===== src/design/mon_tag_pkg.sv =====
`default_nettype none
package mon_tag_pkg;
  // Instruction codes
  localparam logic [7:0] INSTR_ENTER_PROG = 8'h04;
  localparam logic [7:0] INSTR_EXIT_PROG = 8'h05;
  localparam logic [7:0] INSTR_REG_WRITE = 8'h51;
  localparam logic [7:0] INSTR_REG_READ = 8'h52;
  localparam logic [7:0] INSTR_TAG_ERASE = 8'h61;
  localparam logic [7:0] INSTR_TAG_REG_WRITE = 8'h62;
  localparam logic [7:0] INSTR_TAG_REG_READ = 8'h63;
  localparam logic [7:0] INSTR_TAG_ROW_PROGRAM = 8'h64;
  localparam logic [7:0] INSTR_TAG_ROW_READ = 8'h65;
  localparam logic [7:0] PROG_KEY_HIGH = 8'he5;
  localparam logic [7:0] PROG_KEY_LOW = 8'h3d;
  // Register addresses
  localparam logic [7:0] ADDR_MONITOR_SELECT = 8'h07;
  localparam logic [7:0] ADDR_MONITOR_RECORD = 8'h08;
  localparam logic [7:0] ADDR_OUTPUT_SOFTWARE_CONTROL = 8'h70;
  localparam logic [7:0] ADDR_TEMP_EXT1_HIGH_BYTE = 8'h80;
  localparam logic [7:0] ADDR_TEMP_EXT1_LOW_BYTE = 8'h81;
  localparam logic [7:0] ADDR_TEMP_EXT2_HIGH_BYTE = 8'h82;
  localparam logic [7:0] ADDR_TEMP_EXT2_LOW_BYTE = 8'h83;
  localparam logic [7:0] ADDR_TEMP_INTERNAL_HIGH_BYTE = 8'h84;
  localparam logic [7:0] ADDR_TEMP_INTERNAL_LOW_BYTE = 8'h85;
  localparam logic [7:0] ADDR_TEMP_ALARM_FIRST_COMPARATOR = 8'h86;
  localparam logic [7:0] ADDR_TEMP_ALARM_SECOND_COMPARATOR = 8'h87;
  // Field layout and reset values
  localparam int MON_SELECT_VALID_BIT = 7;
  localparam int MON_SELECT_WIDTH = 4;
  localparam int OUT_CTL_WIDTH = 6;
  localparam int TEMP_WIDTH = 11;
  localparam int TEMP_RAW_WIDTH = 12;
  localparam int TEMP_CHANNELS = 3;
  localparam logic [10:0] TEMP_OFF_CODE = 11'h700;
  localparam logic [10:0] TEMP_SAT_CODE = 11'h3ff;
  localparam logic signed [11:0] TEMP_SAT_LIMIT = 12'sh280;
  localparam logic [7:0] TAG_ERASED_BYTE = 8'hff;
  localparam logic [7:0] READ_FILL_BYTE = 8'hff;
  localparam logic [7:0] UNMAPPED_READ_BYTE = 8'h00;
  localparam logic [3:0] BYTE_IDX_MAX = 4'h8;
  localparam logic [3:0] BITS_PER_BYTE = 4'h8;
  localparam logic [2:0] TAG_LAST_BYTE = 3'h6;
  localparam logic [6:0] DEFAULT_TARGET_ADDR = 7'h40;

  typedef enum logic [2:0]
  {
    P_IDLE = 3'b000,
    P_ADDR = 3'b001,
    P_ADDR_ACK = 3'b010,
    P_WRITE = 3'b011,
    P_WR_ACK = 3'b100,
    P_READ = 3'b101,
    P_RD_ACK = 3'b110
  } phy_state_t;
endpackage
`default_nettype wire


===== src/design/i2c_byte_if.sv =====
`default_nettype none
interface i2c_byte_if;
  logic start;
  logic stop;
  logic byte_valid;
  logic [7:0] byte_data;
  logic rd_take;
  logic [7:0] rd_data;
  modport phy (output start, output stop, output byte_valid, output byte_data, output rd_take, input rd_data);
  modport core (input start, input stop, input byte_valid, input byte_data, input rd_take, output rd_data);
endinterface
`default_nettype wire


===== src/design/i2c_target_phy.sv =====
`default_nettype none
module i2c_target_phy
  import mon_tag_pkg::*;
#(
  parameter logic [6:0] TARGET_ADDR = DEFAULT_TARGET_ADDR
)
(
  input wire logic clk, // System clock
  input wire logic rst_n, // Synchronous reset
  input wire logic scl_in, // Bus clock pin
  input wire logic sda_in, // Bus data pin level
  output logic sda_oe, // Pull data low
  i2c_byte_if.phy bus // Byte events
);
  typedef struct packed {
    logic [1:0] scl_s;
    logic [1:0] sda_s;
    logic scl_d;
    logic sda_d;
    phy_state_t st;
    logic [3:0] bit_cnt;
    logic [7:0] shreg;
    logic rw;
    logic oe;
    logic start;
    logic stop;
    logic byte_valid;
    logic rd_take;
  } phy_s_t;

  phy_s_t s;
  phy_s_t next_s;
  logic scl;
  logic sda;
  logic rise;
  logic fall;

  assign scl = s.scl_s[1];
  assign sda = s.sda_s[1];
  assign rise = scl & ~s.scl_d;
  assign fall = ~scl & s.scl_d;

  always_comb
  begin
    next_s = s;
    next_s.scl_s = {s.scl_s[0], scl_in};
    next_s.sda_s = {s.sda_s[0], sda_in};
    next_s.scl_d = scl;
    next_s.sda_d = sda;
    next_s.start = 1'b0;
    next_s.stop = 1'b0;
    next_s.byte_valid = 1'b0;
    next_s.rd_take = 1'b0;
    if (scl && s.scl_d && s.sda_d && !sda)
    begin
      next_s.st = P_ADDR;
      next_s.bit_cnt = 4'h0;
      next_s.oe = 1'b0;
      next_s.start = 1'b1;
    end
    else if (scl && s.scl_d && !s.sda_d && sda)
    begin
      next_s.st = P_IDLE;
      next_s.oe = 1'b0;
      next_s.stop = 1'b1;
    end
    else
    begin
      case (s.st)
        P_ADDR, P_WRITE:
        begin
          if (rise)
          begin
            next_s.shreg = {s.shreg[6:0], sda};
            next_s.bit_cnt = s.bit_cnt + 4'h1;
          end
          else if (fall && s.bit_cnt == BITS_PER_BYTE)
          begin
            if (s.st == P_WRITE)
            begin
              next_s.byte_valid = 1'b1;
              next_s.oe = 1'b1;
              next_s.st = P_WR_ACK;
            end
            else if (s.shreg[7:1] == TARGET_ADDR)
            begin
              next_s.oe = 1'b1;
              next_s.rw = s.shreg[0];
              next_s.st = P_ADDR_ACK;
            end
            else
            begin
              next_s.st = P_IDLE;
            end
          end
        end
        P_ADDR_ACK:
        begin
          if (fall)
          begin
            next_s.bit_cnt = 4'h0;
            if (s.rw)
            begin
              next_s.shreg = bus.rd_data;
              next_s.rd_take = 1'b1;
              next_s.oe = ~bus.rd_data[7];
              next_s.st = P_READ;
            end
            else
            begin
              next_s.oe = 1'b0;
              next_s.st = P_WRITE;
            end
          end
        end
        P_WR_ACK:
        begin
          if (fall)
          begin
            next_s.oe = 1'b0;
            next_s.bit_cnt = 4'h0;
            next_s.st = P_WRITE;
          end
        end
        P_READ:
        begin
          if (rise)
          begin
            next_s.bit_cnt = s.bit_cnt + 4'h1;
          end
          else if (fall)
          begin
            if (s.bit_cnt == BITS_PER_BYTE)
            begin
              next_s.oe = 1'b0;
              next_s.bit_cnt = 4'h0;
              next_s.st = P_RD_ACK;
            end
            else
            begin
              next_s.shreg = {s.shreg[6:0], 1'b0};
              next_s.oe = ~s.shreg[6];
            end
          end
        end
        P_RD_ACK:
        begin
          // Master ack keeps the read going, nack ends it
          if (rise)
          begin
            if (sda)
            begin
              next_s.st = P_IDLE;
            end
            else
            begin
              next_s.bit_cnt = 4'h1;
            end
          end
          else if (fall && s.bit_cnt == 4'h1)
          begin
            next_s.shreg = bus.rd_data;
            next_s.rd_take = 1'b1;
            next_s.oe = ~bus.rd_data[7];
            next_s.bit_cnt = 4'h0;
            next_s.st = P_READ;
          end
        end
        default:
        begin
          next_s.oe = 1'b0;
        end
      endcase
    end
  end

  always_ff @(posedge clk)
  begin
    if (!rst_n)
    begin
      s <= '0;
      s.scl_s <= 2'h3;
      s.sda_s <= 2'h3;
      s.scl_d <= 1'b1;
      s.sda_d <= 1'b1;
    end
    else
    begin
      s <= next_s;
    end
  end

  assign sda_oe = s.oe;
  assign bus.start = s.start;
  assign bus.stop = s.stop;
  assign bus.byte_valid = s.byte_valid;
  assign bus.byte_data = s.shreg;
  assign bus.rd_take = s.rd_take;
endmodule
`default_nettype wire


===== src/design/monitor_tag_i2c_access.sv =====
// Contract
// Register-write 0x51 to 0x07 selects group; record fills with latest sampled group.
// Register-read 0x52 at 0x08 returns snapshot of last selected group.
// Register 0x70 bits 5..2 drive drivers four..one, bits 1..0 outputs three, two.
// Outputs not under software control ignore their control register bit.
// Three channels give 11-bit readings split high/low, refreshed while enabled.
// Reading a high byte holds the matching low bits for the next low read.
// Host should read high byte before low byte in one transaction.
// Readings are two's complement, bit 10 sign, quarter degree per step.
// Disabled or reset channel always reads 0x700, minus sixty-four degrees.
// Readings above 160 degrees saturate at 0x3FF; no lower clamp.
// 0x86 and 0x87 give comparator alarms in bits 2..0, upper bits zero.
// After a read ending at 0x85 or 0x86 host reads another address first.
// Tag instructions act only when the shared memory is in tag mode.
// Tag instructions act only in programming mode.
// 0x61 erases whole array, 0x62 writes tag register, 0x63 reads it back.
// 0x64 programs selected row from tag register, 0x65 reads selected row.
// Erase is whole-array only; a row must be erased before programming.
// Seven-byte volatile tag register and sixteen rows of seven bytes.
// One 0x62 transaction loads up to seven bytes from byte zero.
// Tag register read returns up to seven bytes, byte zero first.
// Row byte bits 7..4 select row; bits 3..0 are zero.
// Row read address auto-increments across rows; stop ends it anywhere.
// Bits shown as zero read zero and ignore writes.
`default_nettype none
module monitor_tag_i2c_access
  import mon_tag_pkg::*;
#(
  parameter logic [6:0] TARGET_ADDR = DEFAULT_TARGET_ADDR,
  parameter int MON_GROUPS = 7,
  parameter int TAG_ROWS = 16,
  parameter int TAG_BYTES = 7
)
(
  input wire logic clk, // System clock, 10 MHz
  input wire logic rst_n, // Synchronous reset, active low
  input wire logic scl_in, // Bus clock pin
  input wire logic sda_in, // Bus data pin level
  output logic sda_out, // Data pin drive value
  output logic sda_oe, // Data pin drive enable
  input wire logic [MON_GROUPS-1:0][7:0] monitor_group, // Sampled monitor groups
  input wire logic [TEMP_CHANNELS-1:0][TEMP_RAW_WIDTH-1:0] temp_raw, // Signed quarter-degree readings
  input wire logic [TEMP_CHANNELS-1:0] temp_enabled, // Channel running
  input wire logic [TEMP_CHANNELS-1:0] temp_alarm_a, // First comparator alarms
  input wire logic [TEMP_CHANNELS-1:0] temp_alarm_b, // Second comparator alarms
  input wire logic [OUT_CTL_WIDTH-1:0] software_controlled, // Output under software control
  input wire logic [OUT_CTL_WIDTH-1:0] control_logic_value, // Value from output control logic
  output logic [OUT_CTL_WIDTH-1:0] output_drive, // Resulting output levels
  input wire logic tag_mode, // Shared memory in tag mode
  output logic programming_mode // Programming mode active
);
  typedef struct packed {
    logic [7:0] instr;
    logic [3:0] byte_idx;
    logic [7:0] reg_addr;
    logic [MON_SELECT_WIDTH-1:0] mon_sel;
    logic mon_valid;
    logic [7:0] mon_record;
    logic [OUT_CTL_WIDTH-1:0] out_ctl;
    logic [OUT_CTL_WIDTH-1:0] drive;
    logic [TEMP_CHANNELS-1:0][2:0] temp_low_hold;
    logic [TEMP_CHANNELS-1:0][10:0] temp_seen;
    logic prog_mode;
    logic key_high_ok;
    logic [TAG_BYTES-1:0][7:0] tag_reg;
    logic [TAG_ROWS-1:0][TAG_BYTES-1:0][7:0] tag_mem;
    logic [TAG_ROWS-1:0] row_erased;
    logic [2:0] tag_ptr;
    logic [3:0] rd_row;
    logic [2:0] rd_byte;
  } core_s_t;

  core_s_t s;
  core_s_t next_s;
  i2c_byte_if bus ();
  logic tag_ok;
  logic [TEMP_CHANNELS-1:0][10:0] temp_code_now;
  logic [7:0] rd_byte_out;

  function automatic logic [10:0] temp_code(input logic [TEMP_RAW_WIDTH-1:0] raw, input logic en);
    logic signed [TEMP_RAW_WIDTH-1:0] sraw;
    sraw = raw;
    if (!en)
      return TEMP_OFF_CODE;
    else if (sraw > TEMP_SAT_LIMIT)
      return TEMP_SAT_CODE;
    else
      return raw[10:0];
  endfunction

  function automatic logic [1:0] temp_channel(input logic [7:0] addr);
    return addr[2:1];
  endfunction

  function automatic logic is_temp_high(input logic [7:0] addr);
    return addr == ADDR_TEMP_EXT1_HIGH_BYTE || addr == ADDR_TEMP_EXT2_HIGH_BYTE ||
           addr == ADDR_TEMP_INTERNAL_HIGH_BYTE;
  endfunction

  i2c_target_phy #(
    .TARGET_ADDR(TARGET_ADDR)
  ) u_phy (
    .clk(clk),
    .rst_n(rst_n),
    .scl_in(scl_in),
    .sda_in(sda_in),
    .sda_oe(sda_oe),
    .bus(bus.phy)
  );

  assign tag_ok = s.prog_mode & tag_mode;

  always_comb
  begin
    for (int ch = 0; ch < TEMP_CHANNELS; ch++)
    begin
      temp_code_now[ch] = temp_code(temp_raw[ch], temp_enabled[ch]);
    end
  end

  // Byte presented to the target for the next read slot
  always_comb
  begin
    rd_byte_out = READ_FILL_BYTE;
    case (s.instr)
      INSTR_REG_READ:
      begin
        case (s.reg_addr)
          ADDR_MONITOR_SELECT:
            rd_byte_out = {s.mon_valid, 3'h0, s.mon_sel};
          ADDR_MONITOR_RECORD:
            rd_byte_out = s.mon_record;
          ADDR_OUTPUT_SOFTWARE_CONTROL:
            rd_byte_out = {2'h0, s.out_ctl};
          ADDR_TEMP_EXT1_HIGH_BYTE, ADDR_TEMP_EXT2_HIGH_BYTE, ADDR_TEMP_INTERNAL_HIGH_BYTE:
            rd_byte_out = temp_code_now[temp_channel(s.reg_addr)][10:3];
          ADDR_TEMP_EXT1_LOW_BYTE, ADDR_TEMP_EXT2_LOW_BYTE, ADDR_TEMP_INTERNAL_LOW_BYTE:
            rd_byte_out = {s.temp_low_hold[temp_channel(s.reg_addr)], 5'h00};
          ADDR_TEMP_ALARM_FIRST_COMPARATOR:
            rd_byte_out = {5'h00, temp_alarm_a};
          ADDR_TEMP_ALARM_SECOND_COMPARATOR:
            rd_byte_out = {5'h00, temp_alarm_b};
          default:
            rd_byte_out = UNMAPPED_READ_BYTE;
        endcase
      end
      INSTR_TAG_REG_READ:
      begin
        if (tag_ok)
          rd_byte_out = s.tag_reg[s.tag_ptr];
      end
      INSTR_TAG_ROW_READ:
      begin
        if (tag_ok)
          rd_byte_out = s.tag_mem[s.rd_row][s.rd_byte];
      end
      default:
        rd_byte_out = READ_FILL_BYTE;
    endcase
  end

  assign bus.rd_data = rd_byte_out;

  always_comb
  begin
    next_s = s;
    // Record follows the live group; valid rises one cycle after a new select
    next_s.mon_valid = 1'b1;
    next_s.mon_record = (int'(s.mon_sel) < MON_GROUPS) ? monitor_group[s.mon_sel] : 8'h00;
    // Codes as the target latched them; the take strobe arrives a cycle later
    next_s.temp_seen = temp_code_now;
    for (int b = 0; b < OUT_CTL_WIDTH; b++)
    begin
      next_s.drive[b] = software_controlled[b] ? s.out_ctl[b] : control_logic_value[b];
    end
    if (bus.start)
    begin
      next_s.byte_idx = 4'h0;
    end
    else if (bus.byte_valid)
    begin
      if (s.byte_idx != BYTE_IDX_MAX)
        next_s.byte_idx = s.byte_idx + 4'h1;
      if (s.byte_idx == 4'h0)
      begin
        next_s.instr = bus.byte_data;
        case (bus.byte_data)
          INSTR_EXIT_PROG:
            next_s.prog_mode = 1'b0;
          INSTR_TAG_ERASE:
          begin
            if (tag_ok)
            begin
              next_s.tag_mem = {(TAG_ROWS * TAG_BYTES){TAG_ERASED_BYTE}};
              next_s.row_erased = '1;
            end
          end
          INSTR_TAG_REG_READ:
            next_s.tag_ptr = 3'h0;
          default:
            next_s.key_high_ok = 1'b0;
        endcase
      end
      else
      begin
        case (s.instr)
          INSTR_ENTER_PROG:
          begin
            if (s.byte_idx == 4'h1)
              next_s.key_high_ok = (bus.byte_data == PROG_KEY_HIGH);
            else if (s.byte_idx == 4'h2 && s.key_high_ok && bus.byte_data == PROG_KEY_LOW)
              next_s.prog_mode = 1'b1;
          end
          INSTR_REG_WRITE:
          begin
            if (s.byte_idx == 4'h1)
            begin
              next_s.reg_addr = bus.byte_data;
            end
            else if (s.byte_idx == 4'h2)
            begin
              if (s.reg_addr == ADDR_MONITOR_SELECT)
              begin
                next_s.mon_sel = bus.byte_data[MON_SELECT_WIDTH-1:0];
                next_s.mon_valid = 1'b0;
              end
              else if (s.reg_addr == ADDR_OUTPUT_SOFTWARE_CONTROL)
              begin
                next_s.out_ctl = bus.byte_data[OUT_CTL_WIDTH-1:0];
              end
            end
          end
          INSTR_REG_READ:
          begin
            if (s.byte_idx == 4'h1)
              next_s.reg_addr = bus.byte_data;
          end
          INSTR_TAG_REG_WRITE:
          begin
            if (tag_ok && s.byte_idx <= 4'(TAG_BYTES))
              next_s.tag_reg[s.byte_idx - 4'h1] = bus.byte_data;
          end
          INSTR_TAG_ROW_PROGRAM:
          begin
            if (s.byte_idx == 4'h1 && tag_ok && s.row_erased[bus.byte_data[7:4]] &&
                bus.byte_data[3:0] == 4'h0)
            begin
              next_s.tag_mem[bus.byte_data[7:4]] = s.tag_reg;
              next_s.row_erased[bus.byte_data[7:4]] = 1'b0;
            end
          end
          INSTR_TAG_ROW_READ:
          begin
            if (s.byte_idx == 4'h1)
            begin
              next_s.rd_row = bus.byte_data[7:4];
              next_s.rd_byte = 3'h0;
            end
          end
          default:
            next_s.key_high_ok = 1'b0;
        endcase
      end
    end
    if (bus.rd_take)
    begin
      case (s.instr)
        INSTR_REG_READ:
        begin
          if (is_temp_high(s.reg_addr))
            next_s.temp_low_hold[temp_channel(s.reg_addr)] = s.temp_seen[temp_channel(s.reg_addr)][2:0];
          next_s.reg_addr = s.reg_addr + 8'h01;
        end
        INSTR_TAG_REG_READ:
        begin
          if (s.tag_ptr != TAG_LAST_BYTE)
            next_s.tag_ptr = s.tag_ptr + 3'h1;
        end
        INSTR_TAG_ROW_READ:
        begin
          if (s.rd_byte == TAG_LAST_BYTE)
          begin
            next_s.rd_byte = 3'h0;
            next_s.rd_row = s.rd_row + 4'h1;
          end
          else
          begin
            next_s.rd_byte = s.rd_byte + 3'h1;
          end
        end
        default:
          next_s.rd_byte = s.rd_byte;
      endcase
    end
  end

  always_ff @(posedge clk)
  begin
    if (!rst_n)
    begin
      s <= '0;
      s.tag_mem <= {(TAG_ROWS * TAG_BYTES){TAG_ERASED_BYTE}};
      s.row_erased <= '1;
    end
    else
    begin
      s <= next_s;
    end
  end

  assign sda_out = 1'b0;
  assign output_drive = s.drive;
  assign programming_mode = s.prog_mode;
endmodule
`default_nettype wire


===== config.mk =====
export PLATFORM = sky130hd
export DESIGN_NAME = monitor_tag_i2c_access
export DESIGN_NICKNAME = d
export VERILOG_FILES = /design/src/design/mon_tag_pkg.sv /design/src/design/i2c_byte_if.sv /design/src/design/i2c_target_phy.sv /design/src/design/monitor_tag_i2c_access.sv
export SDC_FILE = /design/constraint.sdc
export NUM_CORES = 2
export LEC_CHECK = 0
export ABC_AREA = 0
export BUFFER_PORTS_ARGS = -buffer_cell sky130_fd_sc_hd__buf_2
export CORE_ASPECT_RATIO = 1.25
export CORE_UTILIZATION = 45
export CTS_BUF_LIST = sky130_fd_sc_hd__clkbuf_4 sky130_fd_sc_hd__clkbuf_8 sky130_fd_sc_hd__clkbuf_16
export DETAILED_ROUTE_END_ITERATION = 12
export GPL_TIMING_DRIVEN = 1
export PLACE_DENSITY = 0.63
export REMOVE_ABC_BUFFERS = 1
export SLEW_MARGIN = 5
export SYNTH_ARGS = -nofsm -noshare
export SYNTH_HDL_FRONTEND = slang
export SYNTH_SLANG_ARGS = --single-unit

===== constraint.sdc =====
create_clock -name clk -period 2.7 [get_ports clk]
set_input_delay 0.54 -clock clk [delete_from_list [all_inputs] [get_ports clk]]
set_output_delay 0.54 -clock clk [all_outputs]
set_load 0.02 [all_outputs]

* Word level (Yosys, flattened, before mapping)
Index checks and enable logic that the tools add are counted.
** Operators by class
- Add/sub/neg operators :: 7
- $lt $le $gt $ge :: 15
- Equal/unequal tests :: 72
- Muxes and demuxes :: 128
- Bitwise gates (word level) :: 20
- Reduce and logical (&&, ||, !) cells :: 56
** Operators by type and width (number)
- $mux W912 :: 5
- $bwmux W896 :: 1
- $bmux W56 S4 :: 1
- $demux W56 S4 :: 1
- $mux W56 :: 2
- $mux W8 :: 14
- $mux W11 :: 7
- $bmux W8 S3 :: 3
- $eq A8 B7 Y1 const B :: 9
- $eq A8 B8 Y1 const B :: 9
- $bwmux W56 :: 1
- $pmux W8 S7 :: 1
- $mux W13 :: 4
- $mux W15 :: 3
- $bmux W11 S2 :: 2
- $mux W3 :: 14
- $mux W7 :: 6
- $gt A12 B11 Y1 const B :: 3
- $pmux W7 S5 :: 1
- $mux W1 :: 32
- $pmux W8 S4 :: 1
- $mux W10 :: 3
- $mux W5 :: 5
- $demux W8 S3 :: 1
- 68 further kinds :: 169
** Storage, ports and cells
- Flip-flop bits (word level) :: 1093
- Bits of input ports :: 118
- Output and inout bits :: 9

* Logic depth before layout (Yosys ltp)
- Word-level depth :: 12
- Depth in mapped cells :: 13
- Gate-level depth less buffers :: 9

* Hierarchy
A second synthesis with hierarchy kept.
** Second synthesis, totals
- Cells, all modules :: 5130
- Area, all modules :: 48016.1 um2
** Modules (own cells, without submodules)
- monitor_tag_i2c_access :: times used 1, cells each 4932, area each 46268.1 um2
- i2c_target_phy :: times used 1, cells each 198, area each 1747.9 um2

* Least setup slack after synthesis
OpenSTA, ideal clock, no wires.
- Kind :: flip-flop to flip-flop
- Start point :: reg s[1048] (netlist name)
- End point :: reg u_phy.s (netlist bit u_phy.bus.byte_data[2])
- Library setup time :: 61 ps
- Data arrival time :: 2667 ps
- Required time :: 2639 ps
- Slack :: -28 ps
- Stages on the path, launching flop included :: 10
- Path through :: dfxtp_1 > clkbuf_1 > inv_1 > ha_1 > or3b_2 > nor4_2 > o41ai_1 > or3_1 > o211ai_1 > a32o_1
** Between the ends
- Word-level cells in the longest chain between the ends :: 7
- Elaborated cells on any way between the ends :: 22
- Those cells by class :: 11 x eq/ne; 9 x mux; 2 x reduce/logical
** RTL lines
- from (decl) :: line monitor_tag_i2c_access.sv:73 : core_s_t s;
- from (signal assigned) :: line monitor_tag_i2c_access.sv:307 : s <= next_s;
- $eq A8 B8 Y1 / $bmux W11 S2 (equally long branches) :: line monitor_tag_i2c_access.sv:128, monitor_tag_i2c_access.sv:136
- $reduce_or A3 Y1 / $mux W11 (equally long branches) :: line monitor_tag_i2c_access.sv:128, monitor_tag_i2c_access.sv:136
- $pmux W8 S7 * :: line monitor_tag_i2c_access.sv:128 : case (s.reg_addr)
- $pmux W8 S3 * :: line monitor_tag_i2c_access.sv:125 : case (s.instr)
- $mux W15 / $mux W8 (equally long branches) :: line i2c_target_phy.sv:160, i2c_target_phy.sv:102
- $mux W8 / $mux W15 (equally long branches) :: line i2c_target_phy.sv:149, i2c_target_phy.sv:99
- $pmux W8 S4 * :: line i2c_target_phy.sv:69 : case (s.st)
- to (signal assigned) :: line i2c_target_phy.sv:189 : s <= next_s;
- to (decl) :: line i2c_target_phy.sv:31 : phy_s_t s;
Mark *: on every way between the ends. The rest lies on a longest branch, timed or not. The select of a mux whose other input is x is not followed.
A chain may end at the register's enable or synchronous reset.

* Worst setup path in the final report
- Start point :: reg u_phy.s (netlist bit u_phy.bus.byte_data[4])
- End point :: reg s[752] (netlist name)
** Between the ends
- Word-level cells in the longest chain between the ends :: 8
- Elaborated cells on any way between the ends :: 17
- Those cells by class :: 2 x order compare; 2 x eq/ne; 8 x mux; 5 x reduce/logical
** RTL lines
- $lt A4 B5 Y1 (not written as such) / $ge A4 B1 Y1 (equally long branches) :: line monitor_tag_i2c_access.sv:248 : next_s.tag_mem[bus.byte_data[7:4]] = s.tag_reg;
- $logic_and A1 B1 Y1 (not written as such) :: line monitor_tag_i2c_access.sv:248
- $mux W56 (not written as such) :: line monitor_tag_i2c_access.sv:248
- $demux W56 S4 :: line monitor_tag_i2c_access.sv:248
- $bwmux W896 :: line monitor_tag_i2c_access.sv:248
- $mux W912 :: line monitor_tag_i2c_access.sv:245 : if (s.byte_idx == 4'h1 && tag_ok && s.row_erased[bus.byte_data[7:4]] &&
- $mux W912 :: line monitor_tag_i2c_access.sv:206 : case (s.instr)
- $mux W912 :: line monitor_tag_i2c_access.sv:184 : if (s.byte_idx == 4'h0)
Several ways; a longest one is shown, not always the timed one. The select of a mux whose other input is x is not followed.

==> results.sh <==
export IMPL_critical_path_depth=11
export IMPL_finish_utilization=0.602
export IMPL_setup_worst_path_class="register to register"
export IMPL_start_util=0.456
export IMPL_slew_limit_headroom=0.366
export IMPL_iter_0_drt_violations=7092
export IMPL_cts_buffer_depth=3
export IMPL_synthesized_instance_count=5853
export IMPL_synth_main_ff_cell="sky130_fd_sc_hd__dfxtp_1"
export IMPL_antenna_violating_nets_post_route=0
export IMPL_final_common_cell="sky130_fd_sc_hd__nand2_1"
export IMPL_final_setup_viol_count=841
export IMPL_post_synth_main_area_contributors="sky130_fd_sc_hd__dfxtp_1, sky130_fd_sc_hd__nand2_1, sky130_fd_sc_hd__mux4_2, sky130_fd_sc_hd__nand3_1, sky130_fd_sc_hd__mux2i_1"
export IMPL_synth_edf_count=0
export IMPL_grt_overflow_total=0
export IMPL_synthDistinctLibCells=89
export IMPL_critical_path_endpoint_type="register"
export IMPL_die_h_um=371
export IMPL_synth_adder_area_share=0.00358
export IMPL_fillers=8656
export IMPL_dieWidth_um=297
export IMPL_cts_root_buffer="sky130_fd_sc_hd__clkbuf_16"
export IMPL_clock_sink_count=1069
export IMPL_sequential_cell_area_um2=21400
export IMPL_drive_above_1_share=0.273
export IMPL_synthesis_area_per_instance_um2=8.36
export IMPL_power_density_nw_per_um2=507
export IMPL_final_max_slew_violation_count=0
export IMPL_totalNegativeSetupSlack_ns=-73.28
export IMPL_synth_simple_area_share=0.270
export IMPL_ys_async_sr_fraction=0
export IMPL_r2r_worst_path_cells=11
export IMPL_buf_inv_on_cp=4
export IMPL_yosys_register_bits=1069
export IMPL_time_the_worst_path_needs_with_i_o_delays_and_setup_ns=2.91
export IMPL_vias=48400
export IMPL_core_area_um2=107000
export IMPL_skew_ns=0.0319
export IMPL_critical_path_top_delay_family="multiplexers"
export IMPL_finalCritPeriodShare=1.08
export IMPL_numCtsBuffers=107
export IMPL_setup_repair_after_global_routing_missed_its_margin="yes"
export IMPL_drcViolationCount=0
export IMPL_cap_violations=0
export IMPL_crit_path_frequent_cell="sky130_fd_sc_hd__buf_6"
export IMPL_critPathLaunchType="register"
export IMPL_synth_to_final_area_change_pct=32.0
export IMPL_synth_top_family_by_area="simple AND/OR/NAND/NOR gates"
export IMPL_floorplan_rows=134
export IMPL_max_h_tree_level=3
export IMPL_dpl_instance_area_um2=54000
export IMPL_power_ir_vdd_worst_uv=503
export IMPL_status="finished, violations left"
export IMPL_finalHoldViolCount=0
export IMPL_timing_critical_path_slowest_stage_cell="sky130_fd_sc_hd__mux4_2"
export IMPL_grt_util_all_layers=0.348
export IMPL_final_nets=6286
export IMPL_tritoncts="done"
export IMPL_muxShareOfSynthArea=0.137
export IMPL_avgViaCountPerCell=6.31
export IMPL_synthDominantAreaCellType="sky130_fd_sc_hd__dfxtp_1"
export IMPL_clkTransAtPathRegs_ns=0.07
export IMPL_path_class_of_the_lowest_slack_min_delay_path="input pin to register"
export IMPL_routability_congestion_estimate=0.948
export IMPL_die_area_um2=110000
export IMPL_worst_tran_pin_value_ns=0.949
export IMPL_drt_first_pass_iters=9
export IMPL_dp_hpwl_mm=114
export IMPL_first_pass_grt_wire_length_mm=290
export IMPL_final_cell_mix="sky130_fd_sc_hd__nand2_1, sky130_fd_sc_hd__dfxtp_1, sky130_fd_sc_hd__nand3_1, sky130_fd_sc_hd__nor2_1, sky130_fd_sc_hd__buf_4"
export IMPL_cellLeakagePower_uw=0.0265
export IMPL_pin_count_of_the_biggest_net_entering_global_routing=187
export IMPL_multi_input_comb_area_um2=27200
export IMPL_ordered_cell_list_for_the_critical_path="mux4_2 > mux4_2 > o2111ai_4 > nand2_4 > buf_6 > buf_16 > buf_6 > and3_4 > buf_6 > nor3_1 > o21ai_1"
export IMPL_dp_worst_setup_slack_ns=-0.273
export IMPL_post_route_setup_slack_ns=-0.208
export IMPL_whs_path_depth=2
export IMPL_initial_antenna_violation_count=3
export IMPL_post_drt_wl_per_cell_um=27.3
export IMPL_synthesis_area_um2=48900
export IMPL_port_buffer_count=125
export IMPL_yosysWarnings=0
export IMPL_cp_max_fo=7
export IMPL_synthDominantCellAreaShare=0.437
export IMPL_insertion_delay_ns=0.75
export IMPL_worst_endpoint_required_ns=3.28
export IMPL_yosys_area_share_xor_xnor=0.00125
export IMPL_timing_critical_path_slowest_cell_delay_ns=0.53
export IMPL_timing_limited_maximum_frequency_mhz=344
export IMPL_compound_gate_fraction_of_synth_area=0.0867
export IMPL_grt_pass1_vias=44600
export IMPL_fin_area_um2=64600
export IMPL_synth_seq_area_share=0.437
export IMPL_timing_hold_ws_ns=0.0249
export IMPL_io_pins=127
export IMPL_route_final_wire_length_mm=209
export IMPL_cp_data_arrival_time_ns=3.49
export IMPL_violations="negative setup slack"
-- cell usage after synthesis, drive strengths merged, types with 4 or more instances --
cell type and n:
a31oi 17, or3 12, nor3b 7, and4 7, a221o 5, mux4 200, and3 14, xor2 5
nand3 679, nor3 307, a311oi 5, clkbuf 264, a211oi 25, a22oi 28, nor2 445, o31ai 4
nand4 13, or4 4, o211a 7, o2111ai 8, dfxtp 1069, nor4 8, o211ai 16, a21oi 107
or2 5, nand3b 9, a221oi 54, o22ai 4, and2 8, mux2 6, o2bb2ai 6, or3b 4
nor4b 4, nor2b 30, buf 341, nand2b 21, mux2i 215, o21ai 352, a211o 5, nand2 1431
inv 21, o221a 5, ha 14
-- layer usage --
layer	wire, um	vias up	global-route usage
li1	-	20800	-
met1	73200	23100	0.414
met2	92500	3451	0.554
met3	25300	1017	0.0812
met4	18400	2	0.247
met5	13	-	0
-- cell type report --
| type | count | area share |
|---|---|---|
| antenna | 2 | 0.0000775 |
| multi-input combinational | 4157 | 0.421 |
| tap | 1428 | 0.0277 |
| sequential | 1069 | 0.332 |
| clock inverter | 40 | 0.00849 |
| timing repair buffer | 796 | 0.159 |
| clock buffer | 158 | 0.0506 |
| inverter | 23 | 0.00138 |
-- per-stage QoR --
step           instances  total power (uW)
5_1_grt             7671             33500
4_1_cts             7580             32700
3_5_place_dp        7272             16900
2_1_floorplan       5248             16500
3_3_place_gp        7272             16900
6_report            7673             32800
-- power by group --
part | internal [uW] | leakage [uW] | switching [uW]
Sequential | 15800 | 0.00866 | 24.6
Clock | 9360 | 0.00191 | 6810
Combinational | 252 | 0.0160 | 518
Total | 25400 | 0.0265 | 7350
-- sequential cells by signal (all words and copies together), names as in the netlist --
name and flops:
s 1036, programming_mode 1, u_phy.s 10, u_phy.bus.rd_take 1
u_phy.sda_oe 1, u_phy.bus.byte_valid 1, u_phy.bus.start 1, u_phy.next_s 4
output_drive 6, u_phy.bus.byte_data 8
-- cells by family after synthesis --
group | Yosys count
fa+ha+maj | 14
flops | 1069
other cells | 1
buf+inv | 628
xor+xnor | 7
compound gates | 693
mux | 421
simple gates | 3020
-- final timing paths --
check,end,from,slack (ns)
setup reg to reg,s[752]$_SDFFE_PN1P_,u_phy.bus.byte_data[4]$_SDFFE_PN0P_,-0.21
hold / removal,s[992]$_SDFF_PN0_,temp_raw[13],0.02
hold reg to reg,u_phy.next_s[22]$_SDFF_PN1_,u_phy.next_s[26]$_SDFF_PN1_,0.41
setup / recovery,s[752]$_SDFFE_PN1P_,u_phy.bus.byte_data[4]$_SDFFE_PN0P_,-0.21
-- what timing repair did --
action                                  4_1_cts  5_1_grt
cloned                                       56       43
setup buffers                                53       65
hold endpoints to repair                      2        0
endpoints found under the setup margin      891      915
gates resized for setup                     348      555
hold buffers                                  2        0
pin swaps                                    58      158
No activity file was read; power rests on OpenSTA's default activity.
